## config.mk

```make
export PLATFORM = sky130hd
export DESIGN_NAME = fdd_power_config_regs
export DESIGN_NICKNAME = d
export VERILOG_FILES = /design/src/cfg_regs_pkg.sv /design/src/fdd_power_config_regs.sv /design/src/pin_sync.sv /design/src/density_gate.sv
export SDC_FILE = /design/constraint.sdc
export NUM_CORES = 1
export LEC_CHECK = 0
export ABC_AREA = 1
export BUFFER_PORTS_ARGS = -buffer_cell sky130_fd_sc_hd__buf_4
export CORE_ASPECT_RATIO = 0.75
export CORE_MARGIN = 4
export CORE_UTILIZATION = 52
export DETAILED_ROUTE_END_ITERATION = 8
export PLACE_DENSITY = 0.79
export SLEW_MARGIN = 0
export SYNTH_ARGS = -nofsm -noshare
export SYNTH_HDL_FRONTEND = slang
export SYNTH_SLANG_ARGS = --single-unit
```

## constraint.sdc

```tcl
create_clock -name i_core_clk -period 1.6 [get_ports i_core_clk]
set_input_delay 0.16 -clock i_core_clk [delete_from_list [all_inputs] [get_ports i_core_clk]]
set_output_delay 0.16 -clock i_core_clk [all_outputs]
set_load 0.05 [all_outputs]
```

## src/cfg_regs_pkg.sv

```systemverilog
// configuration register slice: offsets, field positions, reset values
// assumes an 8-bit configuration index/data access from the config port
package cfg_regs_pkg;
    // configuration index values
    localparam logic [7:0] IDX_DRIVE_TYPE_ID = 8'h06;
    localparam logic [7:0] IDX_AUTO_PD_BOOT = 8'h07;
    localparam logic [7:0] IDX_RESERVED_SLOT = 8'h08;
    localparam logic [7:0] IDX_TEST_CONTROL = 8'h09;
    // reset values
    localparam logic [7:0] RST_DRIVE_TYPE_ID = 8'hFF;
    localparam logic [7:0] RST_AUTO_PD_BOOT = 8'h00;
    localparam logic [7:0] RST_TEST_CONTROL = 8'h00;
    localparam logic [7:0] RST_RESERVED_SLOT = 8'h00;
    localparam logic [7:0] RST_CONFIG_INDEX = 8'h00;
    localparam logic [7:0] RST_RDATA = 8'h00;
    // power management field positions
    localparam int BOOT_LO = 0;
    localparam int PD_PAR_BIT = 4;
    localparam int PD_SECOND_SERIAL_PORT_BIT = 5;
    localparam int PD_FIRST_SERIAL_PORT_BIT = 6;
    localparam int PD_FDC_BIT = 7;
    localparam logic [7:0] AUTO_PD_WMASK = 8'hF3;
    localparam logic [7:0] AUTO_PD_HARD_KEEP = 8'h0F;
    // drive type id layout
    localparam int NUM_DRIVES = 4;
    localparam int TYPE_ID_W = 2;
    // synchroniser depth for pin inputs
    localparam int SYNC_STAGES = 2;
endpackage : cfg_regs_pkg

```

## src/fdd_power_config_regs.sv

```systemverilog
// configuration registers for drive type ids, auto power-down and boot drive
// assumes index/data strobes are one-cycle pulses on the core clock, and that
// the configuration-state flag comes from the config port logic
`timescale 1ns/10ps
module fdd_power_config_regs (
    // clock and power-on reset
    input wire logic i_core_clk,
    input wire logic i_nrst,
    // hardware reset pin, asynchronous to the core clock
    input wire logic i_hard_reset_pin,
    // configuration port
    input wire logic i_config_state,
    input wire logic i_index_wr,
    input wire logic i_data_wr,
    input wire logic i_data_rd,
    input wire logic [7:0] i_wdata,
    output logic [7:0] o_rdata,
    output logic o_rdata_valid,
    // floppy setup fields, owned elsewhere
    input wire logic i_floppy_outputs_tristate,
    input wire logic i_density_override,
    input wire logic i_density_func,
    input wire logic i_pport_floppy_active,
    // density pin
    output logic o_density_select_out,
    output logic o_density_select_oe_n,
    output logic o_pport_density_out,
    // decoded fields
    output logic [7:0] o_drive_type_id,
    output logic [1:0] o_drive0_type,
    output logic [1:0] o_drive1_type,
    output logic [1:0] o_drive2_type,
    output logic [1:0] o_drive3_type,
    output logic [1:0] o_boot_floppy,
    output logic o_boot_drive_b,
    output logic o_pd_parallel_en,
    output logic o_pd_second_serial_en,
    output logic o_pd_first_serial_en,
    output logic o_pd_floppy_en,
    output logic [7:0] o_test_control
);
    import cfg_regs_pkg::*;

    typedef struct packed {
        logic [7:0] config_index_reg;
        logic [7:0] drive_type_id;
        logic [7:0] auto_powerdown_boot_select;
        logic [7:0] test_control;
        logic [7:0] rdata;
        logic rdata_valid;
        logic pport_density;
    } reg_state_t;

    reg_state_t state;
    reg_state_t next_state;
    logic hard_reset_sync;
    logic hard_rise;
    logic [1:0] drive_type [NUM_DRIVES];
    logic cfg_wr;
    logic cfg_rd;

    // hardware reset is a pin: synchronise before use
    pin_sync u_hard_sync (
        .i_core_clk(i_core_clk),
        .i_nrst(i_nrst),
        .i_async(i_hard_reset_pin),
        .o_sync(hard_reset_sync)
    );

    // treat the synchronised level as held; clear repeats each cycle while high
    assign hard_rise = hard_reset_sync;

    // qualified data strobes, shared by the access checks
    assign cfg_wr = i_config_state & i_data_wr;
    assign cfg_rd = i_config_state & i_data_rd;

    // register writes, reads and hardware reset clearing
    always_comb begin
        next_state = state;
        next_state.rdata_valid = 1'b0;
        // parallel-port floppy path ignores the setup tristate/type bits
        next_state.pport_density = i_pport_floppy_active & i_density_func;
        if (i_config_state && i_index_wr) begin
            next_state.config_index_reg = i_wdata;
        end
        if (i_config_state && i_data_wr) begin
            case (state.config_index_reg)
                IDX_DRIVE_TYPE_ID: next_state.drive_type_id = i_wdata;
                IDX_AUTO_PD_BOOT: next_state.auto_powerdown_boot_select = i_wdata & AUTO_PD_WMASK;
                IDX_TEST_CONTROL: next_state.test_control = i_wdata;
                default: ;
            endcase
        end
        // hard reset clears only the power-down enables, beats a write
        if (hard_rise) begin
            next_state.auto_powerdown_boot_select = next_state.auto_powerdown_boot_select & AUTO_PD_HARD_KEEP;
        end
        if (i_config_state && i_data_rd) begin
            next_state.rdata_valid = 1'b1;
            case (state.config_index_reg)
                IDX_DRIVE_TYPE_ID: next_state.rdata = state.drive_type_id;
                IDX_AUTO_PD_BOOT: next_state.rdata = state.auto_powerdown_boot_select & AUTO_PD_WMASK;
                IDX_RESERVED_SLOT: next_state.rdata = RST_RESERVED_SLOT;
                IDX_TEST_CONTROL: next_state.rdata = state.test_control;
                default: next_state.rdata = 8'h00;
            endcase
        end
    end

    // power-on reset loads documented defaults
    always_ff @(posedge i_core_clk or negedge i_nrst) begin
        if (!i_nrst) begin
            state.config_index_reg <= RST_CONFIG_INDEX;
            state.drive_type_id <= RST_DRIVE_TYPE_ID;
            state.auto_powerdown_boot_select <= RST_AUTO_PD_BOOT;
            state.test_control <= RST_TEST_CONTROL;
            state.rdata <= RST_RDATA;
            state.rdata_valid <= 1'b0;
            state.pport_density <= 1'b0;
        end else begin
            state <= next_state;
        end
    end

    // per-drive type id slices, low bit first
    genvar g;
    generate
        for (g = 0; g < NUM_DRIVES; g++) begin : g_drive
            assign drive_type[g] = state.drive_type_id[g*TYPE_ID_W +: TYPE_ID_W];
        end
    endgenerate

    density_gate u_density (
        .i_core_clk(i_core_clk),
        .i_nrst(i_nrst),
        .i_outputs_tristate(i_floppy_outputs_tristate),
        .i_density_force_high(i_density_override),
        .i_density_func(i_density_func),
        .o_density_select_out(o_density_select_out),
        .o_density_select_oe_n(o_density_select_oe_n)
    );

    // outputs straight from the state register
    assign o_rdata = state.rdata;
    assign o_rdata_valid = state.rdata_valid;
    assign o_pport_density_out = state.pport_density;
    assign o_drive_type_id = state.drive_type_id;
    assign o_drive0_type = drive_type[0];
    assign o_drive1_type = drive_type[1];
    assign o_drive2_type = drive_type[2];
    assign o_drive3_type = drive_type[3];
    assign o_boot_floppy = state.auto_powerdown_boot_select[BOOT_LO +: 2];
    assign o_boot_drive_b = state.auto_powerdown_boot_select[BOOT_LO];
    assign o_pd_parallel_en = state.auto_powerdown_boot_select[PD_PAR_BIT];
    assign o_pd_second_serial_en = state.auto_powerdown_boot_select[PD_SECOND_SERIAL_PORT_BIT];
    assign o_pd_first_serial_en = state.auto_powerdown_boot_select[PD_FIRST_SERIAL_PORT_BIT];
    assign o_pd_floppy_en = state.auto_powerdown_boot_select[PD_FDC_BIT];
    // test bits are stored only; nothing here acts on them
    assign o_test_control = state.test_control;

    property p_wr_drive_id;
        @(posedge i_core_clk) disable iff (!i_nrst)
        (i_config_state && i_data_wr && state.config_index_reg == IDX_DRIVE_TYPE_ID)
            |=> (o_drive_type_id == $past(i_wdata));
    endproperty
    a_wr_drive_id: assert property (p_wr_drive_id) else $error("drive type id write lost");

    property p_no_cfg_no_write;
        @(posedge i_core_clk) disable iff (!i_nrst)
        (!i_config_state && !hard_rise) |=> $stable(o_drive_type_id) && $stable(o_pd_floppy_en) && $stable(o_test_control);
    endproperty
    a_no_cfg_no_write: assert property (p_no_cfg_no_write) else $error("register changed outside config state");

    property p_hard_clear;
        @(posedge i_core_clk) disable iff (!i_nrst)
        hard_rise |=> (state.auto_powerdown_boot_select[7:4] == 4'h0);
    endproperty
    a_hard_clear: assert property (p_hard_clear) else $error("hard reset left power-down bits set");

    property p_hard_keep_low;
        @(posedge i_core_clk) disable iff (!i_nrst)
        (hard_rise && !(i_config_state && i_data_wr))
            |=> (o_boot_floppy == $past(o_boot_floppy));
    endproperty
    a_hard_keep_low: assert property (p_hard_keep_low) else $error("hard reset disturbed boot field");

    property p_rsvd_zero;
        @(posedge i_core_clk) disable iff (!i_nrst)
        state.auto_powerdown_boot_select[3:2] == 2'b00;
    endproperty
    a_rsvd_zero: assert property (p_rsvd_zero) else $error("reserved power bits set");

    property p_rd_slot;
        @(posedge i_core_clk) disable iff (!i_nrst)
        (i_config_state && i_data_rd && state.config_index_reg == IDX_RESERVED_SLOT)
            |=> (o_rdata_valid && o_rdata == 8'h00);
    endproperty
    a_rd_slot: assert property (p_rd_slot) else $error("reserved slot read nonzero");

    property p_rd_test;
        @(posedge i_core_clk) disable iff (!i_nrst)
        (i_config_state && i_data_rd && state.config_index_reg == IDX_TEST_CONTROL)
            |=> (o_rdata == $past(o_test_control));
    endproperty
    a_rd_test: assert property (p_rd_test) else $error("test register read mismatch");

    property p_drive_slice;
        @(posedge i_core_clk) disable iff (!i_nrst)
        (cfg_wr && state.config_index_reg == IDX_DRIVE_TYPE_ID)
            |=> ({o_drive3_type, o_drive2_type, o_drive1_type, o_drive0_type} == $past(i_wdata));
    endproperty
    a_drive_slice: assert property (p_drive_slice) else $error("drive id slice wrong");

    property p_pport;
        @(posedge i_core_clk) disable iff (!i_nrst)
        (i_pport_floppy_active && i_floppy_outputs_tristate) |=> (o_pport_density_out == $past(i_density_func));
    endproperty
    a_pport: assert property (p_pport) else $error("parallel floppy gated by setup bits");

    // write path: each field takes the written bits one cycle later
    property p_boot_wr;
        @(posedge i_core_clk) disable iff (!i_nrst)
        (cfg_wr && state.config_index_reg == IDX_AUTO_PD_BOOT)
            |=> (o_boot_floppy == $past(i_wdata[BOOT_LO +: 2]));
    endproperty
    a_boot_wr: assert property (p_boot_wr) else $error("boot field write lost");

    property p_pd_par_wr;
        @(posedge i_core_clk) disable iff (!i_nrst)
        (cfg_wr && !hard_rise && state.config_index_reg == IDX_AUTO_PD_BOOT)
            |=> (o_pd_parallel_en == $past(i_wdata[PD_PAR_BIT]));
    endproperty
    a_pd_par_wr: assert property (p_pd_par_wr) else $error("parallel power-down bit wrong");

    property p_pd_s2_wr;
        @(posedge i_core_clk) disable iff (!i_nrst)
        (cfg_wr && !hard_rise && state.config_index_reg == IDX_AUTO_PD_BOOT)
            |=> (o_pd_second_serial_en == $past(i_wdata[PD_SECOND_SERIAL_PORT_BIT]));
    endproperty
    a_pd_s2_wr: assert property (p_pd_s2_wr) else $error("second serial power-down bit wrong");

    property p_pd_s1_wr;
        @(posedge i_core_clk) disable iff (!i_nrst)
        (cfg_wr && !hard_rise && state.config_index_reg == IDX_AUTO_PD_BOOT)
            |=> (o_pd_first_serial_en == $past(i_wdata[PD_FIRST_SERIAL_PORT_BIT]));
    endproperty
    a_pd_s1_wr: assert property (p_pd_s1_wr) else $error("first serial power-down bit wrong");

    property p_pd_fdc_wr;
        @(posedge i_core_clk) disable iff (!i_nrst)
        (cfg_wr && !hard_rise && state.config_index_reg == IDX_AUTO_PD_BOOT)
            |=> (o_pd_floppy_en == $past(i_wdata[PD_FDC_BIT]));
    endproperty
    a_pd_fdc_wr: assert property (p_pd_fdc_wr) else $error("floppy power-down bit wrong");

    property p_wr_test;
        @(posedge i_core_clk) disable iff (!i_nrst)
        (cfg_wr && state.config_index_reg == IDX_TEST_CONTROL)
            |=> (o_test_control == $past(i_wdata));
    endproperty
    a_wr_test: assert property (p_wr_test) else $error("test register write lost");

    // read path: one-cycle valid, data held until the next read
    property p_rd_drive_id;
        @(posedge i_core_clk) disable iff (!i_nrst)
        (cfg_rd && state.config_index_reg == IDX_DRIVE_TYPE_ID)
            |=> (o_rdata_valid && o_rdata == $past(o_drive_type_id));
    endproperty
    a_rd_drive_id: assert property (p_rd_drive_id) else $error("drive type id read mismatch");

    property p_rd_pwr;
        @(posedge i_core_clk) disable iff (!i_nrst)
        (cfg_rd && state.config_index_reg == IDX_AUTO_PD_BOOT)
            |=> (o_rdata == {$past(o_pd_floppy_en), $past(o_pd_first_serial_en), $past(o_pd_second_serial_en),
                $past(o_pd_parallel_en), 2'b00, $past(o_boot_floppy)});
    endproperty
    a_rd_pwr: assert property (p_rd_pwr) else $error("power register read mismatch");

    property p_rd_valid;
        @(posedge i_core_clk) disable iff (!i_nrst)
        cfg_rd |=> o_rdata_valid;
    endproperty
    a_rd_valid: assert property (p_rd_valid) else $error("read valid missing");

    property p_no_rd_valid;
        @(posedge i_core_clk) disable iff (!i_nrst)
        !cfg_rd |=> !o_rdata_valid;
    endproperty
    a_no_rd_valid: assert property (p_no_rd_valid) else $error("read valid without a read");

    property p_rdata_hold;
        @(posedge i_core_clk) disable iff (!i_nrst)
        !cfg_rd |=> $stable(o_rdata);
    endproperty
    a_rdata_hold: assert property (p_rdata_hold) else $error("read data moved without a read");

    property p_index_gate;
        @(posedge i_core_clk) disable iff (!i_nrst)
        !i_config_state |=> $stable(state.config_index_reg);
    endproperty
    a_index_gate: assert property (p_index_gate) else $error("index loaded outside config state");

    property p_rd_unmapped;
        @(posedge i_core_clk) disable iff (!i_nrst)
        (cfg_rd && (state.config_index_reg < IDX_DRIVE_TYPE_ID || state.config_index_reg > IDX_TEST_CONTROL))
            |=> (o_rdata == 8'h00);
    endproperty
    a_rd_unmapped: assert property (p_rd_unmapped) else $error("unmapped index read nonzero");

    property p_slot_no_store;
        @(posedge i_core_clk) disable iff (!i_nrst)
        (cfg_wr && state.config_index_reg == IDX_RESERVED_SLOT)
            |=> ($stable(o_drive_type_id) && $stable(o_test_control) && $stable(o_boot_floppy));
    endproperty
    a_slot_no_store: assert property (p_slot_no_store) else $error("reserved slot write stored");

    // hard reset wins over a write landing in the same cycle
    property p_hard_beats_wr;
        @(posedge i_core_clk) disable iff (!i_nrst)
        (hard_rise && cfg_wr && state.config_index_reg == IDX_AUTO_PD_BOOT)
            |=> (state.auto_powerdown_boot_select[PD_FDC_BIT:PD_PAR_BIT] == 4'h0);
    endproperty
    a_hard_beats_wr: assert property (p_hard_beats_wr) else $error("write beat hard reset");

    property p_pport_off;
        @(posedge i_core_clk) disable iff (!i_nrst)
        !i_pport_floppy_active |=> !o_pport_density_out;
    endproperty
    a_pport_off: assert property (p_pport_off) else $error("parallel density driven while idle");

    property p_pport_setup;
        @(posedge i_core_clk) disable iff (!i_nrst)
        (i_pport_floppy_active && !i_floppy_outputs_tristate)
            |=> (o_pport_density_out == $past(i_density_func));
    endproperty
    a_pport_setup: assert property (p_pport_setup) else $error("parallel density not following");
endmodule : fdd_power_config_regs

```

## src/pin_sync.sv

```systemverilog
// two-flop synchroniser for asynchronous pin levels
// assumes a single core clock; first stage read only by the second
`timescale 1ns/10ps
module pin_sync (
    // clock and reset
    input wire logic i_core_clk,
    input wire logic i_nrst,
    // level in and out
    input wire logic i_async,
    output logic o_sync
);
    import cfg_regs_pkg::*;

    typedef struct packed {
        logic meta;
        logic stable;
    } sync_state_t;

    sync_state_t state;
    sync_state_t next_state;

    // shift the pin through two stages
    always_comb begin
        next_state.meta = i_async;
        next_state.stable = state.meta;
    end

    always_ff @(posedge i_core_clk or negedge i_nrst) begin
        if (!i_nrst) begin
            state <= '0;
        end else begin
            state <= next_state;
        end
    end

    assign o_sync = state.stable;
endmodule : pin_sync

```

## src/density_gate.sv

```systemverilog
// density select pin gating: forced high, normal or released
// assumes all inputs are on the core clock
`timescale 1ns/10ps
module density_gate (
    // clock and reset
    input wire logic i_core_clk,
    input wire logic i_nrst,
    // control
    input wire logic i_outputs_tristate,
    input wire logic i_density_force_high,
    input wire logic i_density_func,
    // pin
    output logic o_density_select_out,
    output logic o_density_select_oe_n
);
    import cfg_regs_pkg::*;

    typedef struct packed {
        logic pin;
        logic oe_n;
    } gate_state_t;

    gate_state_t state;
    gate_state_t next_state;

    // tristate wins over the force bit
    always_comb begin
        next_state.oe_n = i_outputs_tristate;
        if (i_outputs_tristate) begin
            next_state.pin = 1'b0;
        end else if (i_density_force_high) begin
            next_state.pin = 1'b1;
        end else begin
            next_state.pin = i_density_func;
        end
    end

    always_ff @(posedge i_core_clk or negedge i_nrst) begin
        if (!i_nrst) begin
            state <= '{pin: 1'b0, oe_n: 1'b1};
        end else begin
            state <= next_state;
        end
    end

    assign o_density_select_out = state.pin;
    assign o_density_select_oe_n = state.oe_n;

    property p_force_high;
        @(posedge i_core_clk) disable iff (!i_nrst)
        (!i_outputs_tristate && i_density_force_high) |=> (o_density_select_out && !o_density_select_oe_n);
    endproperty
    a_force_high: assert property (p_force_high) else $error("density pin not forced high");

    property p_follow;
        @(posedge i_core_clk) disable iff (!i_nrst)
        (!i_outputs_tristate && !i_density_force_high) |=> (o_density_select_out == $past(i_density_func));
    endproperty
    a_follow: assert property (p_follow) else $error("density pin not following function");

    property p_tristate;
        @(posedge i_core_clk) disable iff (!i_nrst)
        i_outputs_tristate |=> o_density_select_oe_n;
    endproperty
    a_tristate: assert property (p_tristate) else $error("density pin driven while tristated");
endmodule : density_gate

```

==> flow_summary.ini <==
[status]
status = complete, no violations

[detailed_routing]
drcViolationCount = 0
routedWlPerCell_um = 13.8
vias = 1632
drt-total-wl_mm = 4.59
first_pass_iters = 4
ant_nets = 0
drt_first_iter_violations = 52
viasPerCell = 4.92

[global_routing]
antenna_found_initial = 0
busiest_layer = met2
met2_usage_pct = 27.1
grt_pass1_vias = 1559
grt_pass1_wl_mm = 7.66
gr-total-overflow = 0
grt_start_max_net_pins = 45
grt_util_met3_pct = 5.51
use_met1_pct = 24.1
track_usage_pct = 17.7

[placed_design]
dpl_worst_slack_ns = 0.244
port_buffers = 61
place_congestion = 0.837
hpwl_mm = 3.45
place_inst = 321

[final_layout]
nets = 295
drive_gt1_share_pct = 42.2
nFillCells = 359
finalNonFillerCells = 332
areaGrowthSynthToFinish_pct = 17.6
antenna_cells = 0

[synth]
ys_warn_count = 0
synth_area_um2 = 2270
yosysTopAreaCellShare_pct = 38.5
yosys.area.top_type = dfrtp_1
syn_inst = 242
yosys-top-cells-area = dfrtp_1, buf_4, dfstp_2
yosys-top-cells-count = nand2_1, nand3_1, dfrtp_1
avgSynthCellArea_um2 = 9.39
synth_cell_type_count = 19
synth-seq-cells = 44
synth_edf_count = 0
yosysMostFrequentCell = nand2_1
async_flop_share_pct = 100
synthesis.nets = 261
seq_area_frac_synth_pct = 48.9
synthFlopType = dfrtp_1

[sta]
tns_ns = 0
rsz0062_at_grt = no
post-route-period-util_pct = 85.4
fmax_mhz = 732
hold_viol = 0
slew_violations = 0
layout_min_cycle_time_ns = 1.37
skew_ns = 0.00769
setup_viol_count_final = 0
setup_ws_ns = 0.233
tightest_slew_ns = 0.550
slew_headroom_pct = 63.3

[clock_network]
cts_tree = yes
numCtsBuffers = 5
cts_hold_buffers = 3
root_buffer = clkbuf_8
cts_setup_buffers = 0
cts.htree.levels = 2
cts.repair.resized = 0
clockBufferDepth = 2
cts.sinks = 44
clk_latency_ns = 0.29
cts.clk_slew.worst_paths_ns = 0.08

[power]
peakVddDrop_v = 0.000694
p_leak_nw = 1.42
p_per_area_nw_per_um2 = 1130
total_power_mw = 3.01

[setup_path]
critPathLaunchType = flop
critPathArrivalTime_ns = 1.55
crit_type = reg -> reg
cp_max_fo = 16
cp-end-kind = flop
worstPathRequired_ns = 1.78

[floorplan]
pin_count = 62
dieHeight_um = 65.3
std_cell_rows = 20
die_w_um = 84.4
start_util_pct = 55.1
die_area_um2 = 5500
fp.coreArea_um2 = 4130

[worst_hold_path]
worstHoldPathType = in -> reg

[flow_run]
maxCapViolCount = 0
-- flip-flops by register name, summed over array words and instances (netlist names), 8 cells and up --
name and count:
state 8, o_test_control 8, o_rdata 8, o_drive_type_id 8
-- critical path, cell delays in order (launching register included) --
cell	delay [ns]
dfrtp_1	0.41
inv_2	0.06
nand2_2	0.07
nor2_8	0.25
nand3_4	0.25
nand2_1	0.15
o21ai_2	0.06
-- area by class of cell --
class                   count  area (um2)  area share [%]
multi-input cells         138         778            29.1
repair buffers             66         503            18.8
well taps                  55        68.8            2.57
clock buffers               6        72.6            2.71
inverters                  21        78.8            2.95
flip-flops and latches     44        1110            41.6
clock inverters             2        60.1            2.25
-- cell families (layout without fill, tap and decap cells) --
family / Yosys count / count (layout) / synth area share [%]
AND/OR/NAND/NOR: 112 / 112 / 25.9
buffers and inverters: 60 / 95 / 16.8
flip-flops: 44 / 44 / 48.9
AO/OA/AOI/OAI: 26 / 26 / 8.37
-- cells in the final DEF (no fill, tap or decap), drive strengths merged --
cell	netlist	final
nand3	39	39
nor2	6	6
o21ai	26	26
clkbuf	1	6
bufinv	0	2
dlygate4sd3	0	3
dfrtp	35	35
nand2	67	67
dfstp	9	9
inv	20	20
buf	38	63
clkinv	1	1
-- power breakdown --
part | total [mW] | internal [mW] | switching [mW]
combinational | 0.731 | 0.217 | 0.514
clock | 0.982 | 0.624 | 0.358
sequential | 1.30 | 1.21 | 0.0855
-- layer usage --
layer,vias up,part of all wire [%]
li1,816,-
met1,741,46
met2,71,45
met3,4,8.4
met4,0,0.83
met5,-,0
-- stage by stage --
| stage | area, um2 | hold slack [ns] | util, % |
|---|---|---|---|
| global route | 2670 | 0.0510 | 64.8 |
| CTS | 2670 | 0.0353 | 64.8 |
| global placement | 2510 | 0.181 | 60.8 |
| floorplan | 2270 | -0.136 | - |
| detailed placement | 2510 | 0.182 | 60.8 |
| finish | 2670 | 0.0452 | 64.8 |
-- worst paths after layout --
path | from | end | slack [ns] | cells past startpoint
max in group asynchronous | i_nrst | o_test_control[1] | 0.83 | 2
min | i_pport_floppy_active | o_pport_density_out | 0.05 | 3
max reg2reg | state[39] | o_test_control[2] | 0.23 | 6
min in group asynchronous | i_nrst | state[36] | 0.40 | 2
min reg2reg | u_hard_sync.next_state[0] | u_hard_sync.o_sync | 0.35 | 0
max | state[39] | o_test_control[2] | 0.23 | 6
Power figures use the tool's default switching activity.
